$ cat src/shared/ppd_pkg.sv
// Purpose: Constants for the parallel port data, direction and pull block
// Assumes: AHB-Lite register access, one 32-bit word per register
// Notes: Register byte address is four times the register index
`default_nettype none
package ppd_pkg;
  // ==========================================================
  // Bus widths
  localparam int ADDR_W = 16;
  localparam int DATA_W = 32;
  localparam int IDX_W = 14;
  // ==========================================================
  // Register indices
  localparam logic [IDX_W-1:0] IDX_PORT_B_DATA = 14'h0001;
  localparam logic [IDX_W-1:0] IDX_PORT_C_DATA = 14'h0002;
  localparam logic [IDX_W-1:0] IDX_PORT_A_DIRECTION = 14'h0003;
  localparam logic [IDX_W-1:0] IDX_PORT_B_DIRECTION = 14'h0004;
  localparam logic [IDX_W-1:0] IDX_PORT_C_DIRECTION = 14'h0005;
  localparam logic [IDX_W-1:0] IDX_PORT_A_PULL_ENABLE = 14'h18E0;
  // ==========================================================
  // Reset values and field layout
  localparam logic [7:0] PORT_RESET = 8'h00;
  localparam logic [7:0] PORT_C_MASK = 8'h01;
  localparam int OUTPUT_ONLY_BIT = 7;
  localparam logic [7:0] I2C_PIN_MASK = 8'h30;
  // ==========================================================
  // Bus codes
  localparam logic [1:0] HTRANS_NONSEQ = 2'h2;
  localparam logic [1:0] HTRANS_SEQ = 2'h3;
  localparam logic HRESP_OKAY = 1'h0;
  localparam logic [1:0] BYTE_LANE_ZERO = 2'h0;
endpackage : ppd_pkg
`default_nettype wire

$ cat src/hdl/ppd_gpio.sv
// Purpose: Port B and C data, port A to C direction, port A pull enable
// Assumes: Pins synchronous to mclk_in, zero wait state AHB-Lite slave
// Notes: Port A output level comes from its owner outside this block
`default_nettype none
module ppd_gpio
  import ppd_pkg::*;
(
  input wire logic mclk_in, // Bus clock
  input wire logic arst_n_in, // Async reset, active low
  input wire logic hsel_in, // Slave select
  input wire logic [ADDR_W-1:0] haddr_in, // Byte address
  input wire logic [1:0] htrans_in, // Transfer type
  input wire logic hwrite_in, // Write when high
  input wire logic [2:0] hsize_in, // Transfer size
  input wire logic [DATA_W-1:0] hwdata_in, // Write data
  input wire logic hready_in, // Bus ready
  output logic [DATA_W-1:0] hrdata_out, // Read data
  output logic hreadyout_out, // Slave ready
  output logic hresp_out, // Response
  input wire logic [7:0] pb_pin_in, // Port B pin levels
  input wire logic pc_pin_in, // Port C pin level
  input wire logic [7:0] pb_analog_in, // Port B analog selected
  input wire logic pc_analog_in, // Port C analog selected
  output logic [7:0] pb_pin_out, // Port B drive level
  output logic [7:0] pb_pin_oe_out, // Port B drive enable
  output logic pc_pin_out, // Port C drive level
  output logic pc_pin_oe_out, // Port C drive enable
  input wire logic [7:0] pa_analog_in, // Port A analog selected
  input wire logic [7:0] pa_out_periph_in, // Output peripheral selected
  input wire logic [7:0] pa_in_periph_in, // Pulse width timer input selected
  input wire logic [7:0] pa_i2c_in, // I2C data or clock selected
  input wire logic [7:0] pa_dbg_rst_in, // Debug or reset function selected
  input wire logic [7:0] pa_out_level_in, // Level driven on port A
  output logic [7:0] pa_pin_oe_out, // Port A GPIO drive enable
  output logic [7:0] pa_pullup_out // Port A pullup on
);

  // ==========================================================
  // Register state
  logic [7:0] port_b_data; // Stored port B data
  logic port_c_data; // Stored port C data bit
  logic [7:0] port_a_direction; // Port A direction
  logic [7:0] port_b_direction; // Port B direction
  logic port_c_direction; // Port C direction bit
  logic [7:0] port_a_pull_enable; // Port A pull enable
  logic [7:0] next_port_b_data; // Value after this edge
  logic next_port_c_data; // Value after this edge
  logic [7:0] next_port_a_direction; // Value after this edge
  logic [7:0] next_port_b_direction; // Value after this edge
  logic next_port_c_direction; // Value after this edge
  logic [7:0] next_port_a_pull_enable; // Value after this edge

  // ==========================================================
  // Bus phase state
  logic wr_pend; // Write in data phase
  logic [IDX_W-1:0] wr_idx; // Index of pending write
  logic addr_take; // Valid address phase now
  logic [IDX_W-1:0] req_idx; // Index of current request
  logic [DATA_W-1:0] next_rdata; // Read data for next phase

  // ==========================================================
  // Synchroniser state
  logic [7:0] pb_meta; // First stage port B
  logic [7:0] pb_sync; // Second stage port B
  logic pc_meta; // First stage port C
  logic pc_sync; // Second stage port C

  // ==========================================================
  // Read value of one port bit group
  function automatic logic [7:0] read_port(input logic [7:0] dir, input logic [7:0] data,
                                           input logic [7:0] pin, input logic [7:0] analog);
    logic [7:0] val;
    val = (dir & data) | (~dir & pin);
    return val & ~analog;
  endfunction : read_port

  // Register index of a word-aligned address
  function automatic logic [IDX_W-1:0] addr_index(input logic [ADDR_W-1:0] addr);
    return addr[ADDR_W-1:2];
  endfunction : addr_index

  // ==========================================================
  // Pin synchronisers
  always_ff @(posedge mclk_in or negedge arst_n_in) begin
    if (!arst_n_in) begin
      pb_meta <= PORT_RESET;
      pb_sync <= PORT_RESET;
      pc_meta <= 1'b0;
      pc_sync <= 1'b0;
    end else begin
      pb_meta <= pb_pin_in;
      pb_sync <= pb_meta;
      pc_meta <= pc_pin_in;
      pc_sync <= pc_meta;
    end
  end

  // ==========================================================
  // Address phase decode
  always_comb begin
    // Valid transfer: selected, ready, NONSEQ or SEQ, at any byte offset
    addr_take = hsel_in && hready_in && (htrans_in == HTRANS_NONSEQ || htrans_in == HTRANS_SEQ);
    req_idx = addr_index(haddr_in);
    if (haddr_in[1:0] != BYTE_LANE_ZERO) begin
      // Misaligned maps to nothing
      req_idx = '0;
    end
  end

  // Capture write address for the data phase
  always_ff @(posedge mclk_in or negedge arst_n_in) begin
    if (!arst_n_in) begin
      wr_pend <= 1'b0;
      wr_idx <= '0;
    end else if (hready_in) begin
      wr_pend <= addr_take && hwrite_in;
      wr_idx <= req_idx;
    end
  end

  // ==========================================================
  // Next register values from data phase writes
  always_comb begin
    next_port_b_data = port_b_data;
    next_port_c_data = port_c_data;
    next_port_a_direction = port_a_direction;
    next_port_b_direction = port_b_direction;
    next_port_c_direction = port_c_direction;
    next_port_a_pull_enable = port_a_pull_enable;
    if (wr_pend) begin
      case (wr_idx)
        IDX_PORT_B_DATA: begin
          next_port_b_data = hwdata_in[7:0];
        end
        IDX_PORT_C_DATA: begin
          next_port_c_data = hwdata_in[0];
        end
        IDX_PORT_A_DIRECTION: begin
          next_port_a_direction = hwdata_in[7:0];
        end
        IDX_PORT_B_DIRECTION: begin
          next_port_b_direction = hwdata_in[7:0];
        end
        IDX_PORT_C_DIRECTION: begin
          next_port_c_direction = hwdata_in[0];
        end
        IDX_PORT_A_PULL_ENABLE: begin
          next_port_a_pull_enable = hwdata_in[7:0];
        end
        default: begin
          // Unmapped writes ignored
        end
      endcase
    end
  end

  // Register update
  always_ff @(posedge mclk_in or negedge arst_n_in) begin
    if (!arst_n_in) begin
      port_b_data <= PORT_RESET;
      port_c_data <= 1'b0;
      port_a_direction <= PORT_RESET;
      port_b_direction <= PORT_RESET;
      port_c_direction <= 1'b0;
      port_a_pull_enable <= PORT_RESET;
    end else begin
      port_b_data <= next_port_b_data;
      port_c_data <= next_port_c_data;
      port_a_direction <= next_port_a_direction;
      port_b_direction <= next_port_b_direction;
      port_c_direction <= next_port_c_direction;
      port_a_pull_enable <= next_port_a_pull_enable;
    end
  end

  // ==========================================================
  // Read data, built from post-write values so back-to-back works
  always_comb begin
    logic [7:0] pb_level;
    pb_level = pb_sync;
    pb_level[OUTPUT_ONLY_BIT] = next_port_b_data[OUTPUT_ONLY_BIT];
    next_rdata = '0;
    case (req_idx)
      IDX_PORT_B_DATA: begin
        next_rdata[7:0] = read_port(next_port_b_direction | (8'h01 << OUTPUT_ONLY_BIT),
                                    next_port_b_data, pb_level, pb_analog_in);
      end
      IDX_PORT_C_DATA: begin
        next_rdata[7:0] = read_port({7'h00, next_port_c_direction}, {7'h00, next_port_c_data},
                                    {7'h00, pc_sync}, {7'h00, pc_analog_in}) & PORT_C_MASK;
      end
      IDX_PORT_A_DIRECTION: begin
        next_rdata[7:0] = next_port_a_direction;
      end
      IDX_PORT_B_DIRECTION: begin
        next_rdata[7:0] = next_port_b_direction;
      end
      IDX_PORT_C_DIRECTION: begin
        next_rdata[7:0] = {7'h00, next_port_c_direction};
      end
      IDX_PORT_A_PULL_ENABLE: begin
        next_rdata[7:0] = next_port_a_pull_enable;
      end
      default: begin
        // Unmapped reads zero
        next_rdata = '0;
      end
    endcase
  end

  // Bus answer registers, zero wait state, always OKAY
  always_ff @(posedge mclk_in or negedge arst_n_in) begin
    if (!arst_n_in) begin
      hrdata_out <= '0;
      hreadyout_out <= 1'b1;
      hresp_out <= HRESP_OKAY;
    end else begin
      hreadyout_out <= 1'b1;
      hresp_out <= HRESP_OKAY;
      if (addr_take && !hwrite_in) begin
        // Read answered in next data phase
        hrdata_out <= next_rdata;
      end
    end
  end

  // ==========================================================
  // Pin drive for ports B and C
  always_ff @(posedge mclk_in or negedge arst_n_in) begin
    if (!arst_n_in) begin
      pb_pin_out <= PORT_RESET;
      pb_pin_oe_out <= PORT_RESET;
      pc_pin_out <= 1'b0;
      pc_pin_oe_out <= 1'b0;
    end else begin
      pb_pin_out <= port_b_data;
      pb_pin_oe_out <= port_b_direction & ~pb_analog_in;
      pc_pin_out <= port_c_data;
      pc_pin_oe_out <= port_c_direction & ~pc_analog_in;
    end
  end

  // ==========================================================
  // Port A drive enable and pullup control
  always_ff @(posedge mclk_in or negedge arst_n_in) begin
    if (!arst_n_in) begin
      pa_pin_oe_out <= PORT_RESET;
      pa_pullup_out <= PORT_RESET;
    end else begin
      pa_pin_oe_out <= port_a_direction & ~pa_analog_in;
      for (int i = 0; i < 8; i++) begin
        if (pa_analog_in[i]) begin
          pa_pullup_out[i] <= 1'b0;
        end else if (pa_dbg_rst_in[i]) begin
          pa_pullup_out[i] <= 1'b1;
        end else if (pa_i2c_in[i] && I2C_PIN_MASK[i]) begin
          // Kept while released or driving high, dropped while driving low
          pa_pullup_out[i] <= port_a_pull_enable[i] &
                              (~port_a_direction[i] | pa_out_level_in[i]);
        end else if (port_a_direction[i] || pa_out_periph_in[i] || pa_in_periph_in[i]) begin
          pa_pullup_out[i] <= 1'b0;
        end else begin
          pa_pullup_out[i] <= port_a_pull_enable[i];
        end
      end
    end
  end

endmodule : ppd_gpio
`default_nettype wire

$ cat config.mk
export PLATFORM = sky130hd
export DESIGN_NAME = ppd_gpio
export DESIGN_NICKNAME = d
export VERILOG_FILES = /design/src/shared/ppd_pkg.sv /design/src/hdl/ppd_gpio.sv
export SDC_FILE = /design/constraint.sdc
export NUM_CORES = 1
export LEC_CHECK = 0
export BUFFER_PORTS_ARGS = -buffer_cell sky130_fd_sc_hd__buf_2
export CORE_ASPECT_RATIO = 1.2
export CORE_UTILIZATION = 51
export DETAILED_ROUTE_END_ITERATION = 12
export PLACE_DENSITY_LB_ADDON = 0.15
export SYNTH_ARGS = -nofsm -noshare
export SYNTH_HDL_FRONTEND = slang
export SYNTH_SLANG_ARGS = --single-unit
$ cat constraint.sdc
create_clock -name mclk_in -period 3.9 [get_ports mclk_in]
set_clock_uncertainty 0.1 [all_clocks]
set_input_delay 0.78 -clock mclk_in [delete_from_list [all_inputs] [get_ports mclk_in]]
set_output_delay 0.78 -clock mclk_in [all_outputs]
set_load 0.01 [all_outputs]
==> results of run 1 <==
## registers in the layout, summed over array words and instances (netlist names)
signal	flops
port_b_data	8
port_c_direction	1
pb_pin_oe_out	8
pa_pullup_out	8
pc_meta	1
pb_pin_out	8
wr_idx	14
port_a_pull_enable	8
wr_pend	1
port_a_direction	8
pb_sync	7
hrdata_out	8
pc_pin_oe_out	1
port_b_direction	8
pc_sync	1
pb_meta	7
pc_pin_out	1
pa_pin_oe_out	8
port_c_data	1
## cell usage after synthesis (3+ instances only)
| cell type | n |
|---|---|
| a222oi_1 | 7 |
| buf_4 | 27 |
| clkbuf_1 | 5 |
| dfrtp_1 | 107 |
| inv_1 | 18 |
| mux2_2 | 33 |
| mux2i_1 | 8 |
| nand2_1 | 24 |
| nand3_1 | 3 |
| nand4_1 | 5 |
| nand4_2 | 3 |
| nor2_1 | 21 |
| nor2b_1 | 15 |
| nor3_1 | 7 |
| nor3b_1 | 3 |
| nor4_1 | 5 |
| nor4b_1 | 8 |
| o21ai_0 | 17 |
| o21bai_1 | 7 |
| o31ai_1 | 9 |
## cell type report
type | count | area, µm²
clock inverter | 4 | 48.8
fill | 704 | 3210
tap | 117 | 146
clock buffer | 11 | 141
timing repair buffer | 127 | 658
inverter | 18 | 67.6
multi-input combinational | 230 | 1620
sequential | 107 | 2680
## where the power goes
| part | leakage [nW] | switching [mW] | total (mW) | internal [mW] |
|---|---|---|---|---|
| Sequential | 1.34 | 0.0373 | 1.23 | 1.19 |
| Clock | 0.0996 | 0.355 | 0.667 | 0.311 |
| Combinational | 1.16 | 0.142 | 0.255 | 0.113 |
| Total | 2.60 | 0.534 | 2.15 | 1.61 |
## stage by stage
stage          util [%]  worst slack, ps
6_report           62.5             1270
5_1_grt            62.5             1150
4_1_cts            62.5             1240
3_5_place_dp       60.3             1010
3_3_place_gp       60.3             1100
2_1_floorplan         -             1540
## how the worst min path moves through the flow
| stage | start | to | slack [ps] |
|---|---|---|---|
| 2_1_floorplan | pb_meta[0]$_DFF_PN0_ | pb_sync[0]$_DFF_PN0_ | 230 |
| 3_3_place_gp | pb_meta[5]$_DFF_PN0_ | pb_sync[5]$_DFF_PN0_ | 230 |
| 3_5_place_dp | pb_meta[5]$_DFF_PN0_ | pb_sync[5]$_DFF_PN0_ | 230 |
| 4_1_cts | pb_meta[1]$_DFF_PN0_ | pb_sync[1]$_DFF_PN0_ | 260 |
| 5_1_grt | pb_meta[0]$_DFF_PN0_ | pb_sync[0]$_DFF_PN0_ | 260 |
| 6_report | pb_meta[1]$_DFF_PN0_ | pb_sync[1]$_DFF_PN0_ | 250 |
## critical path: stages, from the launching register on
cell	delay, ps
dfrtp_1	430
nor4_4	490
and4_1	620
mux2_2	420
a222oi_1	320
o21bai_1	90
## metal layers
layer	global-route usage, %	part of all wire [%]	vias up
met1	30.2	44	1543
met5	0	0	-
met3	3.63	5.8	19
met2	35.6	48	129
met4	10.9	2.6	0
li1	-	-	1499
## logic make-up (layout without fill, tap and decap cells)
logic type	after synthesis	after routing	share of synthesized area, %
flip-flops	107	107	59.5
buffers and inverters	52	160	6.59
multiplexers	41	41	10.0
other	2	26	0.167
AND/OR/NAND/NOR	115	115	16.2
AO/OA/AOI/OAI	48	48	7.51
==> results.sh, run 1 <==
export IMPL_yosysTopAreaCellShare_pct=59.5
export IMPL_synthCells=365
export IMPL_finalSetupTns_ps=0
export IMPL_std_cell_rows=37
export IMPL_syn_to_final_growth_pct=19.0
export IMPL_gp_congestion=0.857
export IMPL_diodes=0
export IMPL_hpwl_mm=6.77
export IMPL_ff2ff_path_depth=5
export IMPL_worst_slew_pin_slew_ps=1160
export IMPL_ys_flop_type="dfrtp_1"
export IMPL_cts_inserted_buffers=9
export IMPL_cts_path_max_buffers=2
export IMPL_routedWlPerCell_um=15.7
export IMPL_cts_clk_slew_worst_paths_ps=90
export IMPL_synth_area_um2=4500
export IMPL_ctsRootBufferMaster="clkbuf_8"
export IMPL_rsz0062_at_grt="no"
export IMPL_io_pins=192
export IMPL_fp_dieH_um=105
export IMPL_fin_crit_sh_pct=67.4
export IMPL_post_cts_buffers=0
export IMPL_io_buffer_count=124
export IMPL_first_iter_violations=197
export IMPL_synth_top_area_cell="dfrtp_1"
export IMPL_synth_cell_types=43
export IMPL_drc_errors=0
export IMPL_hold_class="reg2reg"
export IMPL_max_slew_margin_rel_pct=21.7
export IMPL_fp_dieW_um=87.8
export IMPL_synth_area_top_cells="dfrtp_1 (59%), mux2_2 (8.3%), buf_4 (4.5%)"
export IMPL_cts_sinks=107
export IMPL_maxCapViolCount=0
export IMPL_reg2reg_from="wr_idx[9]$_DFFE_PN0P_"
export IMPL_crit_arrival_ps=2750
export IMPL_critPathRequiredTime_ps=4020
export IMPL_h_tree_depth=3
export IMPL_track_usage_pct=22.6
export IMPL_setup_viol=0
export IMPL_reg2reg_to="hrdata_out[5]$_DFFE_PN0P_"
export IMPL_synth_enable_flop_cells=0
export IMPL_coreArea_um2=8560
export IMPL_grt_pass1_wl_mm=15.3
export IMPL_vias_per_cell=5.20
export IMPL_start_util_pct=52.5
export IMPL_rrSetupSlack_ps=1270
export IMPL_postCtsHoldBufs=0
export IMPL_hold_depth=0
export IMPL_drtPass1Iterations=4
export IMPL_crit_path_end_kind="flip-flop"
export IMPL_yosysSeqAreaShare_pct=59.5
export IMPL_hold_viol=0
export IMPL_finalNetCount=617
export IMPL_critPathKind="reg2reg"
export IMPL_grt_ovfl_total=0
export IMPL_dieArea_um2=9210
export IMPL_cts_resized=0
export IMPL_p_leak_nw=2.60
export IMPL_grt_pass1_vias=3080
export IMPL_startpoint="wr_idx[9]$_DFFE_PN0P_"
export IMPL_grt_max_degree=108
export IMPL_post_route_min_period_ps=2630
export IMPL_yosys_warnings=0
export IMPL_postSynth_asyncResetShare_pct=100
export IMPL_drive_gt1_share_pct=37.0
export IMPL_postRouteAntennaNets=0
export IMPL_antenna_found_initial=0
export IMPL_outcome="finished, final reports clean"
export IMPL_synth_avg_cell_area_um2=12.3
export IMPL_layout_commonest_cell="buf_2"
export IMPL_worstSetupStartpointType="flip-flop"
export IMPL_holdWs_ps=251
export IMPL_clk_latency_ps=370
export IMPL_routed_wl_mm=9.64
export IMPL_via_count=3190
export IMPL_ys_seq_elements=107
export IMPL_critPathMaxFanout=8
export IMPL_design_area_um2=5360
export IMPL_mostFrequentLayoutCells="buf_2 (123), dfrtp_1 (107), mux2_2 (33)"
export IMPL_placed_cells=599
export IMPL_ir_worst_vdd_mv=0.192
export IMPL_cts_tree="built"
export IMPL_final_cells=614
export IMPL_maxSlewViolCount=0
export IMPL_place_area_um2=5170
export IMPL_fmax_mhz=380
export IMPL_p_total_mw=2.15
export IMPL_p_per_area_nw_per_um2=401
export IMPL_endpoint="hrdata_out[5]$_DFFE_PN0P_"
No activity file was read; power rests on OpenSTA's default activity.
==> run 2, diff against run 1 <==
--- a/config.mk
+++ b/config.mk
@@ -7,7 +7,7 @@
 export LEC_CHECK = 0
 export BUFFER_PORTS_ARGS = -buffer_cell sky130_fd_sc_hd__buf_2
 export CORE_ASPECT_RATIO = 1.2
-export CORE_UTILIZATION = 51
+export CORE_UTILIZATION = 48
 export DETAILED_ROUTE_END_ITERATION = 12
 export PLACE_DENSITY_LB_ADDON = 0.15
 export SYNTH_ARGS = -nofsm -noshare
==> constraint.sdc (replaced) <==
create_clock -name mclk_in -period 2.69 [get_ports mclk_in]
set_clock_uncertainty 0.1 [all_clocks]
set_input_delay 0.538 -clock mclk_in [delete_from_list [all_inputs] [get_ports mclk_in]]
set_output_delay 0.538 -clock mclk_in [all_outputs]
set_load 0.01 [all_outputs]
==> results.sh, run 2 (synthesis gave the netlist of run 1 again) <==
export IMPL_outcome="finished, final reports clean"
export IMPL_fp_dieH_um=108
export IMPL_cts_path_max_buffers=2
export IMPL_first_iter_violations=161
export IMPL_clk_latency_ps=370
export IMPL_cts_inserted_buffers=9
export IMPL_p_seq_share_pct=56.8
export IMPL_maxCapViolCount=0
export IMPL_ctsRootBufferMaster="clkbuf_8"
export IMPL_dieArea_um2=9770
export IMPL_drive_gt1_share_pct=38.6
export IMPL_crit_arrival_ps=2520
export IMPL_setup_viol=0
export IMPL_grt_max_degree=46
export IMPL_p_comb_share_pct=12.0
export IMPL_postCtsHoldBufs=0
export IMPL_critPathMaxFanout=8
export IMPL_maxSlewViolCount=0
export IMPL_io_pins=192
export IMPL_max_slew_margin_rel_pct=10.4
export IMPL_routed_wl_mm=9.86
export IMPL_fp_dieW_um=90.4
export IMPL_hold_class="in2async"
export IMPL_ir_worst_vdd_mv=0.289
export IMPL_critPathRequiredTime_ps=2790
export IMPL_switchingPower_uw=804
export IMPL_cts_resized=0
export IMPL_internal_power_mw=2.33
export IMPL_diodes=0
export IMPL_finalSetupTns_ps=0
export IMPL_top_register="wr_idx"
export IMPL_syn_to_final_growth_pct=21.2
export IMPL_drc_errors=0
export IMPL_h_tree_depth=3
export IMPL_place_ws_ps=163
export IMPL_track_usage_pct=21.2
export IMPL_finalNetCount=629
export IMPL_worst_slew_pin_slew_ps=1330
export IMPL_via_count=3227
export IMPL_rsz0062_at_grt="no"
export IMPL_finish_utilization_pct=60.0
export IMPL_routedWlPerCell_um=15.6
export IMPL_fin_crit_sh_pct=90.0
export IMPL_grt_pass1_vias=3143
export IMPL_critPathKind="reg2reg"
export IMPL_grt_pass1_wl_mm=15.8
export IMPL_coreArea_um2=9080
export IMPL_crit_path_end_kind="flip-flop"
export IMPL_mostFrequentLayoutCells="buf_2 (123), dfrtp_1 (107), mux2_2 (33)"
export IMPL_cts_clk_slew_worst_paths_ps=110
export IMPL_vias_per_cell=5.12
export IMPL_p_per_area_nw_per_um2=574
export IMPL_p_sw_share_pct=25.7
export IMPL_p_clk_share_pct=31.1
export IMPL_fmax_mhz=413
export IMPL_drtPass1Iterations=5
export IMPL_start_util_pct=49.6
export IMPL_hpwl_mm=7.17
export IMPL_largest_register_ff_count=14
export IMPL_post_route_min_period_ps=2420
export IMPL_worstSetupStartpointType="flip-flop"
export IMPL_p_leak_nw=2.66
export IMPL_layout_commonest_cell="buf_2"
export IMPL_postRouteAntennaNets=0
export IMPL_io_buffer_count=124
export IMPL_cts_sinks=107
export IMPL_grt_ovfl_total=0
export IMPL_cts_tree="built"
export IMPL_post_cts_buffers=0
export IMPL_std_cell_rows=38
export IMPL_gp_congestion=0.823
export IMPL_antenna_found_initial=0
export IMPL_hold_viol=0
export IMPL_setup_ws_ps=269
-- run 2: power groups by stage --
stage	Combinational (mW)	Sequential, mW	Clock [mW]
after floorplan	0.193	1.83	0
after global placement	0.373	1.81	0
after detailed placement	0.379	1.81	0
after CTS	0.380	1.78	0.997
after global routing	0.419	1.79	1.08
final	0.377	1.78	0.975
-- run 2: routing by layer --
layer | GRT usage, % | vias to the layer above | share of wire, %
li1 | - | 1525 | -
met1 | 27.2 | 1567 | 44
met2 | 35.8 | 123 | 50
met3 | 5.20 | 12 | 5.5
met4 | 6.68 | 0 | 1.2
met5 | 0 | - | 0
-- run 2: critical path, stage by stage, from the launching register on --
cell and delay [ps]:
dfrtp_1 420, nor4_4 500, and4_1 260, buf_4 200
mux2_2 370, a222oi_1 310, o21bai_1 100
-- run 2: path summary, 6_finish.rpt --
path	slack (ps)	startpoint	cells after the start	end
hold / removal	70	arst_n_in	1	port_a_pull_enable[7]$_DFF_PN0_
hold reg to reg	260	pb_meta[3]$_DFF_PN0_	0	pb_sync[3]$_DFF_PN0_
min in group mclk_in	170	pb_pin_in[0]	1	pb_meta[0]$_DFF_PN0_
setup reg to reg	270	wr_idx[9]$_DFFE_PN0P_	6	hrdata_out[2]$_DFFE_PN0P_
max in group asynchronous	1760	arst_n_in	2	pc_pin_out$_DFF_PN0_
setup / recovery	270	wr_idx[9]$_DFFE_PN0P_	6	hrdata_out[2]$_DFFE_PN0P_
-- run 2: final cells by class --
type,count,area (µm²)
repair buffers,139,748
multi-input cells,230,1620
well taps,120,150
inverters,18,67.6
clock buffers,10,128
fillers,811,3630
clock inverters,6,65.1
flip-flops and latches,107,2680
-- run 2: stage by stage --
step / cell area (µm²) / power (mW) / std cells / hold WS, ps
4_1_cts: 5450 / 3.16 / 630 / 66.0
6_report: 5450 / 3.13 / 630 / 68.2
3_5_place_dp: 5260 / 2.19 / 614 / 236
5_1_grt: 5450 / 3.29 / 630 / 88.2
2_1_floorplan: 4590 / 2.02 / 389 / 142
3_3_place_gp: 5260 / 2.18 / 614 / 232
